[config.mk]
export PLATFORM = sky130hd
export DESIGN_NAME = rtc_core
export DESIGN_NICKNAME = d
export VERILOG_FILES = /design/src/rtc_pkg.sv /design/src/rtc_fs_sync.sv /design/src/rtc_core.sv
export SDC_FILE = /design/constraint.sdc
export NUM_CORES = 1
export LEC_CHECK = 0
export BUFFER_PORTS_ARGS = -buffer_cell sky130_fd_sc_hd__buf_2
export CORE_ASPECT_RATIO = 0.6
export CORE_MARGIN = 2
export CORE_UTILIZATION = 45
export DETAILED_ROUTE_END_ITERATION = 7
export PLACE_DENSITY = 0.71
export SLEW_MARGIN = 20
export SYNTH_ARGS = -nofsm -noshare
export SYNTH_HDL_FRONTEND = slang
export SYNTH_SLANG_ARGS = --single-unit
[constraint.sdc]
create_clock -name mclk_i -period 4.2 [get_ports mclk_i]
set_clock_uncertainty 0.1 [all_clocks]
set_input_delay 0.42 -clock mclk_i [delete_from_list [all_inputs] [get_ports mclk_i]]
set_output_delay 0.42 -clock mclk_i [all_outputs]
set_load 0.01 [all_outputs]
[src/rtc_pkg.sv]
package rtc_pkg;
  // register offsets on the plain port (page 0 / page 1 share 1..6)
  localparam logic [3:0] OFS_SEC = 4'h0;
  localparam logic [3:0] OFS_MIN = 4'h1;
  localparam logic [3:0] OFS_HOUR = 4'h2;
  localparam logic [3:0] OFS_WDAY = 4'h3;
  localparam logic [3:0] OFS_DATE = 4'h4;
  localparam logic [3:0] OFS_MONTH = 4'h5;
  localparam logic [3:0] OFS_YEAR = 4'h6;
  localparam logic [3:0] OFS_PAGE = 4'h7;
  localparam logic [3:0] OFS_RESET = 4'h8;
  // page_control_reg bit positions
  localparam int B_IRQ_EN = 7;
  localparam int B_ADJ = 4;
  localparam int B_RUN = 3;
  localparam int B_AL_EN = 2;
  localparam int B_PAGE = 0;
  // counter_reset_reg bit positions
  localparam int B_M1 = 7;
  localparam int B_M16 = 6;
  localparam int B_CLR = 5;
  localparam int B_PRESET = 4;
  localparam int B_M2 = 2;
  localparam int B_M4 = 1;
  localparam int B_M8 = 0;
  // number of selectable periodic rates (1,2,4,8,16 Hz)
  localparam int N_RATE = 5;
  localparam logic [N_RATE-1:0] MASK_RST = 5'h1F;
  // second counter width for the 32.768 kHz divider
  localparam int CNT_W = 15;
  // bcd limits and preset values
  localparam logic [7:0] BCD_ZERO = 8'h00;
  localparam logic [7:0] BCD_ONE = 8'h01;
  localparam logic [7:0] BCD_HALF = 8'h30;
  localparam logic [7:0] BCD_MAX_SEC = 8'h59;
  localparam logic [7:0] BCD_MAX_HOUR = 8'h23;
  localparam logic [7:0] BCD_MAX_MONTH = 8'h12;
  localparam logic [7:0] BCD_MAX_YEAR = 8'h99;
  localparam logic [7:0] BCD_FEB = 8'h02;
  localparam logic [7:0] BCD_APR = 8'h04;
  localparam logic [7:0] BCD_JUN = 8'h06;
  localparam logic [7:0] BCD_SEP = 8'h09;
  localparam logic [7:0] BCD_NOV = 8'h11;
  localparam logic [7:0] DAYS_28 = 8'h28;
  localparam logic [7:0] DAYS_29 = 8'h29;
  localparam logic [7:0] DAYS_30 = 8'h30;
  localparam logic [7:0] DAYS_31 = 8'h31;
  localparam logic [2:0] WDAY_SUN = 3'h0;
  localparam logic [2:0] WDAY_SAT = 3'h6;
  localparam logic [2:0] WDAY_ANY = 3'h7;
  localparam logic [5:0] DATE_ANY = 6'h3F;
  localparam logic [1:0] LEAP_YES = 2'h0;
endpackage

[src/rtc_fs_sync.sv]
`timescale 1ns/100ps
// brings the low-speed clock pin into mclk and gives one pulse per rising edge
module rtc_fs_sync (
  input wire logic mclk_i,
  input wire logic rst_n_i,
  input wire logic ce_i,
  input wire logic fs_i,
  output logic tick_o
);
  // synchroniser stages, accepted level and tick in one state word
  typedef struct packed {
    logic s1;
    logic s2;
    logic s3;
    logic lvl;
    logic tick;
  } rtc_sync_s;
  rtc_sync_s st_reg;
  rtc_sync_s st_next;

  // a change counts only once stages two and three agree
  always_comb begin
    st_next = st_reg;
    st_next.s1 = fs_i;
    st_next.s2 = st_reg.s1;
    st_next.s3 = st_reg.s2;
    st_next.tick = 1'b0;
    if (st_reg.s2 == st_reg.s3) begin
      st_next.lvl = st_reg.s3;
      st_next.tick = st_reg.s3 & ~st_reg.lvl;
    end
  end

  // state register, frozen while the clock enable is low
  always_ff @(posedge mclk_i or negedge rst_n_i) begin
    if (!rst_n_i) begin
      st_reg <= '0;
    end else if (ce_i) begin
      st_reg <= st_next;
    end
  end

  assign tick_o = st_reg.tick;
endmodule

[src/rtc_core.sv]
// Local design decisions: the register addresses and the strobed register port.
`timescale 1ns/100ps
// Summary of operation
// - alarm drives irq only when fully selected
// - single cleared mask selects its periodic rate while alarm enable is low
// - second counter divides low-speed clock to 1 Hz
// - 1 Hz irq coincides with second count-up
// - after counter reset, next tick one second later
// - run enable low stops calendar, divider keeps counting
// - page bit maps alarm registers into window
// - interrupt signals event with falling edge
// - alarm fires when minute, hour, day, weekday match
// - alarm preset loads 00:00, day 01, Sunday
// - alarm writes take effect on low-speed clock
// - second adjust sampled at count-up, rounds
// - counter clear pending bit reads back status
module rtc_core #(
  parameter int SEC_DIV = 32768 // low-speed ticks per second, power of two
) (
  input wire logic mclk_i,
  input wire logic rst_n_i,
  input wire logic ce_i,
  input wire logic fs_i,
  input wire logic [3:0] addr_i,
  input wire logic [7:0] wdata_i,
  input wire logic wr_i,
  input wire logic rd_i,
  output logic [7:0] rdata_o,
  output logic calendar_irq_n_o
);
  import rtc_pkg::*;

  // the whole state of the block
  typedef struct packed {
    logic [CNT_W-1:0] cnt; // second counter
    logic [7:0] sec;
    logic [7:0] min;
    logic [7:0] hour;
    logic [2:0] wday;
    logic [7:0] date;
    logic [7:0] month;
    logic [7:0] year;
    logic [1:0] leap;
    logic [7:0] pa_min; // alarm as written by software
    logic [7:0] pa_hour;
    logic [5:0] pa_date;
    logic [2:0] pa_wday;
    logic [7:0] aa_min; // alarm as used by the comparator
    logic [7:0] aa_hour;
    logic [5:0] aa_date;
    logic [2:0] aa_wday;
    logic irq_enable;
    logic adjust;
    logic clock_run_enable;
    logic alarm_enable;
    logic page;
    logic [N_RATE-1:0] rate_mask; // bit 0 = 1 Hz .. bit 4 = 16 Hz
    logic second_counter_clear;
    logic match_d;
    logic irq_n;
    logic [7:0] rdata;
  } rtc_state_s;

  rtc_state_s st_reg;
  rtc_state_s st_next;
  logic fs_tick; // one mclk pulse per low-speed clock rising edge

  // low-speed clock pin synchroniser
  rtc_fs_sync u_sync (
    .mclk_i(mclk_i),
    .rst_n_i(rst_n_i),
    .ce_i(ce_i),
    .fs_i(fs_i),
    .tick_o(fs_tick)
  );

  // next bcd value, two digits
  function automatic logic [7:0] bcd_inc(input logic [7:0] v);
    logic [7:0] r;
    r = v + 8'h01;
    if (v[3:0] == 4'h9) begin
      r = {v[7:4] + 4'h1, 4'h0};
    end
    return r;
  endfunction

  // last day of a month, bcd
  function automatic logic [7:0] last_day(input logic [7:0] m, input logic [1:0] lp);
    logic [7:0] r;
    r = DAYS_31;
    if (m == BCD_FEB) begin
      r = (lp == LEAP_YES) ? DAYS_29 : DAYS_28;
    end else if (m == BCD_APR || m == BCD_JUN || m == BCD_SEP || m == BCD_NOV) begin
      r = DAYS_30;
    end
    return r;
  endfunction

  // combinational helpers
  logic wrap;
  logic sec_tick;
  logic [N_RATE-1:0] rate_tick;
  logic sel_alarm;
  logic rate_hit;
  logic match;
  logic alarm_evt;
  logic evt;

  // rate k ticks when the low bits of the divider wrap at SEC_DIV >> k
  for (genvar k = 0; k < N_RATE; k++) begin : g_rate
    localparam logic [CNT_W-1:0] PM = CNT_W'((SEC_DIV >> k) - 1);
    assign rate_tick[k] = fs_tick && !st_reg.second_counter_clear
                          && ((st_reg.cnt & PM) == PM);
  end

  // selection, alarm compare and event decision
  always_comb begin
    wrap = fs_tick && (st_reg.cnt == CNT_W'(SEC_DIV - 1));
    sec_tick = wrap && !st_reg.second_counter_clear;
    // alarm only with all masks set and alarm enabled; with alarm disabled, one cleared mask
    sel_alarm = (st_reg.rate_mask == MASK_RST) && st_reg.alarm_enable;
    rate_hit = 1'b0;
    if (!st_reg.alarm_enable) begin
      for (int k = 0; k < N_RATE; k++) begin
        if (st_reg.rate_mask == ~(N_RATE'(1) << k)) begin
          rate_hit = rate_tick[k];
        end
      end
    end
    // page-0 time against the active alarm copy, with don't-care codes
    match = (st_reg.min == st_reg.aa_min) && (st_reg.hour == st_reg.aa_hour)
            && (st_reg.aa_date == DATE_ANY || st_reg.date[5:0] == st_reg.aa_date)
            && (st_reg.aa_wday == WDAY_ANY || st_reg.wday == st_reg.aa_wday);
    alarm_evt = match && !st_reg.match_d;
    evt = st_reg.irq_enable && (sel_alarm ? alarm_evt : rate_hit);
  end

  // next state: divider, calendar, control, bus
  always_comb begin
    logic carry;
    carry = 1'b0;
    st_next = st_reg;
    // divider keeps counting whether or not the clock runs
    if (fs_tick) begin
      if (st_reg.second_counter_clear) begin
        st_next.cnt = '0;
        st_next.second_counter_clear = 1'b0;
      end else if (wrap) begin
        st_next.cnt = '0;
      end else begin
        st_next.cnt = st_reg.cnt + CNT_W'(1);
      end
      // alarm settings reach the comparator on the low-speed clock
      st_next.aa_min = st_reg.pa_min;
      st_next.aa_hour = st_reg.pa_hour;
      st_next.aa_date = st_reg.pa_date;
      st_next.aa_wday = st_reg.pa_wday;
    end
    // count-up of the time, suppressed with carries when stopped
    if (sec_tick) begin
      st_next.adjust = 1'b0;
      if (st_reg.clock_run_enable) begin
        if (st_reg.adjust) begin
          st_next.sec = BCD_ZERO;
          carry = (st_reg.sec >= BCD_HALF);
        end else begin
          carry = (st_reg.sec == BCD_MAX_SEC);
          st_next.sec = carry ? BCD_ZERO : bcd_inc(st_reg.sec);
        end
        if (carry) begin
          carry = (st_reg.min == BCD_MAX_SEC);
          st_next.min = carry ? BCD_ZERO : bcd_inc(st_reg.min);
        end
        if (carry) begin
          carry = (st_reg.hour == BCD_MAX_HOUR);
          st_next.hour = carry ? BCD_ZERO : bcd_inc(st_reg.hour);
        end
        if (carry) begin
          st_next.wday = (st_reg.wday == WDAY_SAT) ? WDAY_SUN : st_reg.wday + 3'h1;
          carry = (st_reg.date == last_day(st_reg.month, st_reg.leap));
          st_next.date = carry ? BCD_ONE : bcd_inc(st_reg.date);
        end
        if (carry) begin
          carry = (st_reg.month == BCD_MAX_MONTH);
          st_next.month = carry ? BCD_ONE : bcd_inc(st_reg.month);
        end
        if (carry) begin
          st_next.year = (st_reg.year == BCD_MAX_YEAR) ? BCD_ZERO : bcd_inc(st_reg.year);
          st_next.leap = st_reg.leap + 2'h1;
        end
      end
    end
    // edge memory of the alarm compare
    st_next.match_d = match;
    // interrupt: drop on event, rise at the next low-speed rising edge
    if (evt) begin
      st_next.irq_n = 1'b0;
    end else if (fs_tick) begin
      st_next.irq_n = 1'b1;
    end
    // writes come last so a set by software wins over a hardware clear
    if (wr_i) begin
      if (addr_i == OFS_SEC) begin
        st_next.sec = wdata_i;
      end else if (addr_i == OFS_MIN) begin
        if (st_reg.page) st_next.pa_min = wdata_i;
        else st_next.min = wdata_i;
      end else if (addr_i == OFS_HOUR) begin
        if (st_reg.page) st_next.pa_hour = wdata_i;
        else st_next.hour = wdata_i;
      end else if (addr_i == OFS_WDAY) begin
        if (st_reg.page) st_next.pa_wday = wdata_i[2:0];
        else st_next.wday = wdata_i[2:0];
      end else if (addr_i == OFS_DATE) begin
        if (st_reg.page) st_next.pa_date = wdata_i[5:0];
        else st_next.date = {2'h0, wdata_i[5:0]};
      end else if (addr_i == OFS_MONTH) begin
        if (!st_reg.page) st_next.month = {3'h0, wdata_i[4:0]};
      end else if (addr_i == OFS_YEAR) begin
        if (st_reg.page) st_next.leap = wdata_i[1:0];
        else st_next.year = wdata_i;
      end else if (addr_i == OFS_PAGE) begin
        st_next.irq_enable = wdata_i[B_IRQ_EN];
        st_next.clock_run_enable = wdata_i[B_RUN];
        st_next.alarm_enable = wdata_i[B_AL_EN];
        st_next.page = wdata_i[B_PAGE];
        if (wdata_i[B_ADJ]) st_next.adjust = 1'b1;
      end else if (addr_i == OFS_RESET) begin
        // whole-value write: masks take the written bits directly
        st_next.rate_mask = {wdata_i[B_M16], wdata_i[B_M8], wdata_i[B_M4],
                             wdata_i[B_M2], wdata_i[B_M1]};
        if (wdata_i[B_CLR]) st_next.second_counter_clear = 1'b1;
        if (wdata_i[B_PRESET]) begin
          st_next.pa_min = BCD_ZERO;
          st_next.pa_hour = BCD_ZERO;
          st_next.pa_date = BCD_ONE[5:0];
          st_next.pa_wday = WDAY_SUN;
        end
      end
    end
    // read data stands in the cycle after the strobe only
    st_next.rdata = 8'h00;
    if (rd_i) begin
      if (addr_i == OFS_SEC) begin
        st_next.rdata = st_reg.sec;
      end else if (addr_i == OFS_MIN) begin
        st_next.rdata = st_reg.page ? st_reg.pa_min : st_reg.min;
      end else if (addr_i == OFS_HOUR) begin
        st_next.rdata = st_reg.page ? st_reg.pa_hour : st_reg.hour;
      end else if (addr_i == OFS_WDAY) begin
        st_next.rdata = {5'h00, st_reg.page ? st_reg.pa_wday : st_reg.wday};
      end else if (addr_i == OFS_DATE) begin
        st_next.rdata = st_reg.page ? {2'h0, st_reg.pa_date} : st_reg.date;
      end else if (addr_i == OFS_MONTH) begin
        st_next.rdata = st_reg.page ? 8'h00 : st_reg.month;
      end else if (addr_i == OFS_YEAR) begin
        st_next.rdata = st_reg.page ? {6'h00, st_reg.leap} : st_reg.year;
      end else if (addr_i == OFS_PAGE) begin
        st_next.rdata[B_IRQ_EN] = st_reg.irq_enable;
        st_next.rdata[B_ADJ] = st_reg.adjust;
        st_next.rdata[B_RUN] = st_reg.clock_run_enable;
        st_next.rdata[B_AL_EN] = st_reg.alarm_enable;
        st_next.rdata[B_PAGE] = st_reg.page;
      end else if (addr_i == OFS_RESET) begin
        st_next.rdata[B_M1] = st_reg.rate_mask[0];
        st_next.rdata[B_M2] = st_reg.rate_mask[1];
        st_next.rdata[B_M4] = st_reg.rate_mask[2];
        st_next.rdata[B_M8] = st_reg.rate_mask[3];
        st_next.rdata[B_M16] = st_reg.rate_mask[4];
        st_next.rdata[B_CLR] = st_reg.second_counter_clear;
      end
    end
  end

  // state register, frozen while the clock enable is low
  always_ff @(posedge mclk_i or negedge rst_n_i) begin
    if (!rst_n_i) begin
      st_reg <= '0;
      st_reg.rate_mask <= MASK_RST;
      st_reg.irq_n <= 1'b1;
      st_reg.month <= BCD_ONE;
      st_reg.date <= BCD_ONE;
      st_reg.pa_date <= BCD_ONE[5:0];
      st_reg.aa_date <= BCD_ONE[5:0];
    end else if (ce_i) begin
      st_reg <= st_next;
    end
  end

  assign rdata_o = st_reg.rdata;
  assign calendar_irq_n_o = st_reg.irq_n;
endmodule

# Yosys cells after proc, flatten, opt, wreduce, memory -nomap -nowiden
# Index checks and enable logic that the tools add are counted.
# op_classes
addsub	15
mul	0
n_div	0
n_lt_le_gt_ge	1
n_eq_ne	66
shifts	0
muxes	126
bitwise_logic	10
n_reduce_logical	41
# ops
operator	count
8-bit 2-to-1 mux	45
53-bit 2-to-1 mux	2
10-bit 2-to-1 mux	10
25-bit 2-to-1 mux	4
78-bit 2-to-1 mux	1
37-bit 2-to-1 mux	2
70-bit 2-to-1 mux	1
8-bit by 1-bit adder with 8-bit output (second input constant)	6
48-bit 2-to-1 mux	1
12-bit AND reduction	4
2-bit inequality test (second input constant)	22
1-bit 2-to-1 mux	35
35-bit 2-to-1 mux	1
34-bit 2-to-1 mux	1
15-bit 2-to-1 mux	2
4-bit equality test (second input constant)	7
3-bit 2-to-1 mux	9
5-bit equality test (second input constant)	5
4-bit by 1-bit adder with 4-bit output (second input constant)	6
8-bit equality test	3
6-bit 2-to-1 mux	4
2-bit nonzero test	9
17-bit 2-to-1 mux	1
4-bit by 3-bit equality test with 1-bit output (second input constant)	4
39 further kinds	74
# word_totals
regBits	144
latchBits	0
ram_bits	0
mem_bits_ro	0
input_bits	18
output_inout_bits	9
elab_cells	291
memories	0

# Logic depth before layout (Yosys ltp)
# depth
ltp_word	32
depth_mapped	11
depth_no_buf	9

# Cells and area by module
# A second synthesis with hierarchy kept.
# unflattened
hier_cells	1099
area_unflattened_um2	9574.2
# modules_own_cells
mod	instances	cells_per_inst	area_per_inst_um2	seq_area_each_um2
rtc_core	1	1085	9375.2	3490.8
rtc_fs_sync	1	14	198.9	125.1

# Worst setup path after synthesis
# No wires, ideal clock.
# synth_path
path_type	input port to flip-flop
from	in addr_i[1]
to	reg st_reg[93] (netlist name)
setup_time_ns	0.131
arrival_ns	2.277
required_time_ns	3.969
slack_ns	1.692
path_stages	6
n_path_buf	1
cell_sequence	or4b_2 clkbuf_1 nor3_1 a21o_1 nor3b_1 or3_1
# synth_between
elab_chain_cells	7
elab_cells_between_ends	11
cone_classes	eq/ne: 4; mux: 6; reduce/logical: 1
# synth_rtl
element	line_no	text
from (decl)	rtc_core.sv:24	input wire logic [3:0] addr_i,
4-bit by 3-bit equality test with 1-bit output	rtc_core.sv:214	end else if (addr_i == OFS_DATE) begin
8-bit 2-to-1 mux	rtc_core.sv:214	
48-bit 2-to-1 mux	rtc_core.sv:211	end else if (addr_i == OFS_WDAY) begin
37-bit 2-to-1 mux	rtc_core.sv:208	end else if (addr_i == OFS_HOUR) begin
37-bit 2-to-1 mux	rtc_core.sv:205	end else if (addr_i == OFS_MIN) begin
70-bit 2-to-1 mux *	rtc_core.sv:203	if (addr_i == OFS_SEC) begin
78-bit 2-to-1 mux *	rtc_core.sv:202	if (wr_i) begin
to (signal assigned)	rtc_core.sv:286	st_reg <= st_next;
to (decl)	rtc_core.sv:64	rtc_state_s st_reg;
# Every way passes the cells marked *; elsewhere a longest branch is shown, timed or not. The select of a mux whose other input is x is not followed.
# A chain may end at the register's enable or synchronous reset.

# Final worst setup path
# layout_path
from	reg st_reg[82] (netlist name)
to	reg st_reg[83] (netlist name)
# layout_between
elab_chain_cells	24
elab_cells_between_ends	33
cone_classes	add/sub: 1; eq/ne: 8; mux: 21; reduce/logical: 3
# layout_rtl
element	line_no	text
8-bit by 3-bit equality test with 1-bit output	rtc_core.sv:93	end else if (m == BCD_APR || m == BCD_JUN || m == BCD_SEP || m == BCD_NOV) begin
1-bit logical OR (3 in series)	rtc_core.sv:93	
1-bit 2-to-1 mux	rtc_core.sv:93	
5-bit 2-to-1 mux	rtc_core.sv:91	if (m == BCD_FEB) begin
8-bit 2-to-1 mux	rtc_core.sv:178	if (carry) begin
8-bit 2-to-1 mux	rtc_core.sv:162	if (st_reg.clock_run_enable) begin
8-bit 2-to-1 mux	rtc_core.sv:160	if (sec_tick) begin
8-bit equality test	rtc_core.sv:180	carry = (st_reg.date == last_day(st_reg.month, st_reg.leap));
[6 not listed]	-	
8-bit 2-to-1 mux	rtc_core.sv:218	if (!st_reg.page) st_next.month = {3'h0, wdata_i[4:0]};
8-bit 2-to-1 mux	rtc_core.sv:217	end else if (addr_i == OFS_MONTH) begin
34-bit 2-to-1 mux	rtc_core.sv:214	
48-bit 2-to-1 mux	rtc_core.sv:211	
37-bit 2-to-1 mux	rtc_core.sv:208	
37-bit 2-to-1 mux	rtc_core.sv:205	
70-bit 2-to-1 mux	rtc_core.sv:203	
78-bit 2-to-1 mux *	rtc_core.sv:202	
# Marked as above.

==> impl_metrics.csv <==
group,metric,value,unit
setup_path,cp_max_fo,16,
clock_network,clockRootBuffer,"clkbuf_16",
synth,synth_edf_count,0,
synth,synth.net_count,1120,
setup_path,reg2reg_slack,1050,ps
detailed_routing,ant_nets,0,
sta,max_freq,317,MHz
floorplanning,io-pin-count,27,
finish,layout_commonest_cell,"dfrtp_1",
synth,yosysSeqAreaShare,0.383,
clock_network,clock_latency,440,ps
finish,largest_reg_flops,130,
sta,setup_viol,0,
detailed_routing,drtPass1Iterations,5,
synth,synth_seq_cells,144,
floorplanning,fp.coreArea,20800,um2
global_route,grt_max_degree,79,
synth,synth_top_area_cell,"dfrtp_1",
finish,fillers,1974,
sta,rsz0062_at_grt,"false",
synth,netlist.area_leader.share,0.355,
clock_network,clkSlewWorstSetupHoldPaths,60,ps
placement,port_buffers,26,
setup_path,crit_path_start_kind,"register",
synth,syn-cell-area,9450,um2
detailed_routing,viasPerCell,6.52,
worst_hold_path,min_path_type,"in -> reg",
floorplanning,row_count,41,
detailed_routing,route.detailed.drc,0,
synth,synth-async-reset-ratio,1.00,
detailed_routing,dr_total_vias,8797,
floorplanning,die_height,116,um
synth,ys.flop_type,"dfrtp_1",
setup_path,cp-end-kind,"register",
finish,drive_gt1_frac,0.137,
clock_network,cts-resized-gates,0,
finish,nNetsFinal,1101,
floorplanning,initial_core_util,0.454,
sta,fin_crit_sh,0.751,
clock_network,cts_made_buffers,17,
global_route,grtUsageTotal,0.280,
synth,synth_cells,1077,
sta,fin_hold_ws,123,ps
detailed_routing,drt-total-wl,29.9,mm
sta,hold_viol,0,
sta,worstMarginPinSlew,992,ps
sta,relSlewSlack,0.329,
placement,place_congestion,0.963,
power,p_leak,4.20,nW
global_route,antenna_found_initial,0,
floorplanning,die_w,191,um
power,powerDensity,407,nW/um2
floorplanning,die_area,22200,um2
detailed_routing,drtIter0Drc,1295,
global_route,grt_overflow,0,
detailed_routing,wire_per_inst,22.2,um
flow_run,cap_viol_max_count,0,
synth,ys_types,77,
sta,fin_tns_setup,0,ps
placement,dp_hpwl,20.9,mm
synth,yosysWarnings,0,
setup_path,worstPathRequired,4450,ps
clock_network,holdBufCountCts,1,
finish,syn_to_final_growth,8.42,%
clock_network,cts_max_level,4,
clock_network,cts_tree,"yes",
global_route,grt_pass1_wl,47.0,mm
clock_network,cts.sinks,144,
clock_network,clock_path_buffers,2,
setup_path,cp.arrival,3410,ps
synth,avgSynthCellArea,8.78,um2
setup_path,crit_type,"reg -> reg",
global_route,grt_pass1_vias,8060,
finish,n_antenna_cell,0,
outcome,status,"completed",
finish,final_cell_mix,"dfrtp_1 (133), nand2_1 (112), o21ai_0 (102)",
sta,fin_crit,3150,ps
synth,synth_area_leaders,"dfrtp_1 (35%), o21ai_0 (5.4%), mux2_2 (5.4%)",
sta,maxSlewViolCount,0,
power,vdd_drop_max,374,uV
clock_network,post_cts_buffers,0,
-- kinds of logic after synthesis --
kind of cell,Yosys count,share of synthesized area
adders and majority gates,25,0.0331
AOI/OAI and AO/OA,318,0.223
DFF,144,0.383
and+or+nand+nor,384,0.210
muxes,70,0.0801
buffers and inverters,112,0.0495
xor gates and xnor gates,24,0.0222
-- Yosys cell counts (all sizes together), types with 5 or more instances --
master / count
inv: 33
a31oi: 13
a221oi: 6
nand3b: 7
a21oi: 47
mux2i: 25
dfstp: 10
nor2b: 21
a22oi: 8
xnor2: 19
o211ai: 7
or2: 7
nand3: 44
nor3: 27
a32oi: 8
o22ai: 14
buf: 20
nor2: 65
o221ai: 7
dfrtp: 134
xor2: 5
a21o: 11
and3: 15
ha: 25
nand2: 112
nor3b: 6
a2bb2oi: 5
a211oi: 6
mux2: 45
o21ai: 104
or3: 11
o31ai: 17
nor4: 11
a22o: 25
clkbuf: 59
nand2b: 15
nand4: 19
o2bb2ai: 5
-- per-layer routing --
layer  track usage  part of all wire
met1         0.433              0.47
met3         0.104              0.13
met2         0.347              0.37
met5             0                 0
met4        0.0954             0.027
-- through the flow --
step / power, mW / util / cell area, um2 / cells / setup slack (ps)
detailed placement: 2.76 / 0.466 / 9710 / 1317 / 1140
finish: 4.17 / 0.492 / 10200 / 1350 / 1050
CTS: 4.15 / 0.492 / 10200 / 1350 / 1110
floorplan: 2.45 / - / 9450 / 1077 / 1690
global placement: 2.74 / 0.466 / 9710 / 1317 / 1210
global route: 4.37 / 0.492 / 10200 / 1350 / 870
-- power breakdown --
part	internal [mW]	switching [mW]	total, mW
logic	0.386	0.482	0.868
registers	1.58	0.333	1.92
clock network	0.749	0.639	1.39
-- worst paths after layout --
path                       startpoint  cells after the start                 to
setup / recovery           st_reg[82]                      7         st_reg[83]
hold / removal                   fs_i                      2  u_sync.st_next[3]
setup reg to reg           st_reg[82]                      7         st_reg[83]
hold reg to reg            rdata_o[1]                      1         rdata_o[1]
max in group asynchronous     rst_n_i                      3   calendar_irq_n_o
min in group asynchronous     rst_n_i                      2         st_reg[41]
-- critical path, stage by stage (launching register included) --
cell	delay, ps
dfrtp_1	600
nor2b_1	400
nand4_1	160
a211oi_2	260
and3_1	640
nand3_2	260
or4_1	520
o211ai_1	110
-- final cells by class --
class,count,area [um2],share of cell area
clock buffer,18,429,0.0419
clock inverter,14,96.3,0.00940
inverter,33,124,0.0121
multi-input combinational,821,5370,0.524
sequential,144,3620,0.353
tap,279,349,0.0341
timing repair buffer,41,264,0.0258
No activity file was read; power rests on OpenSTA's default activity.
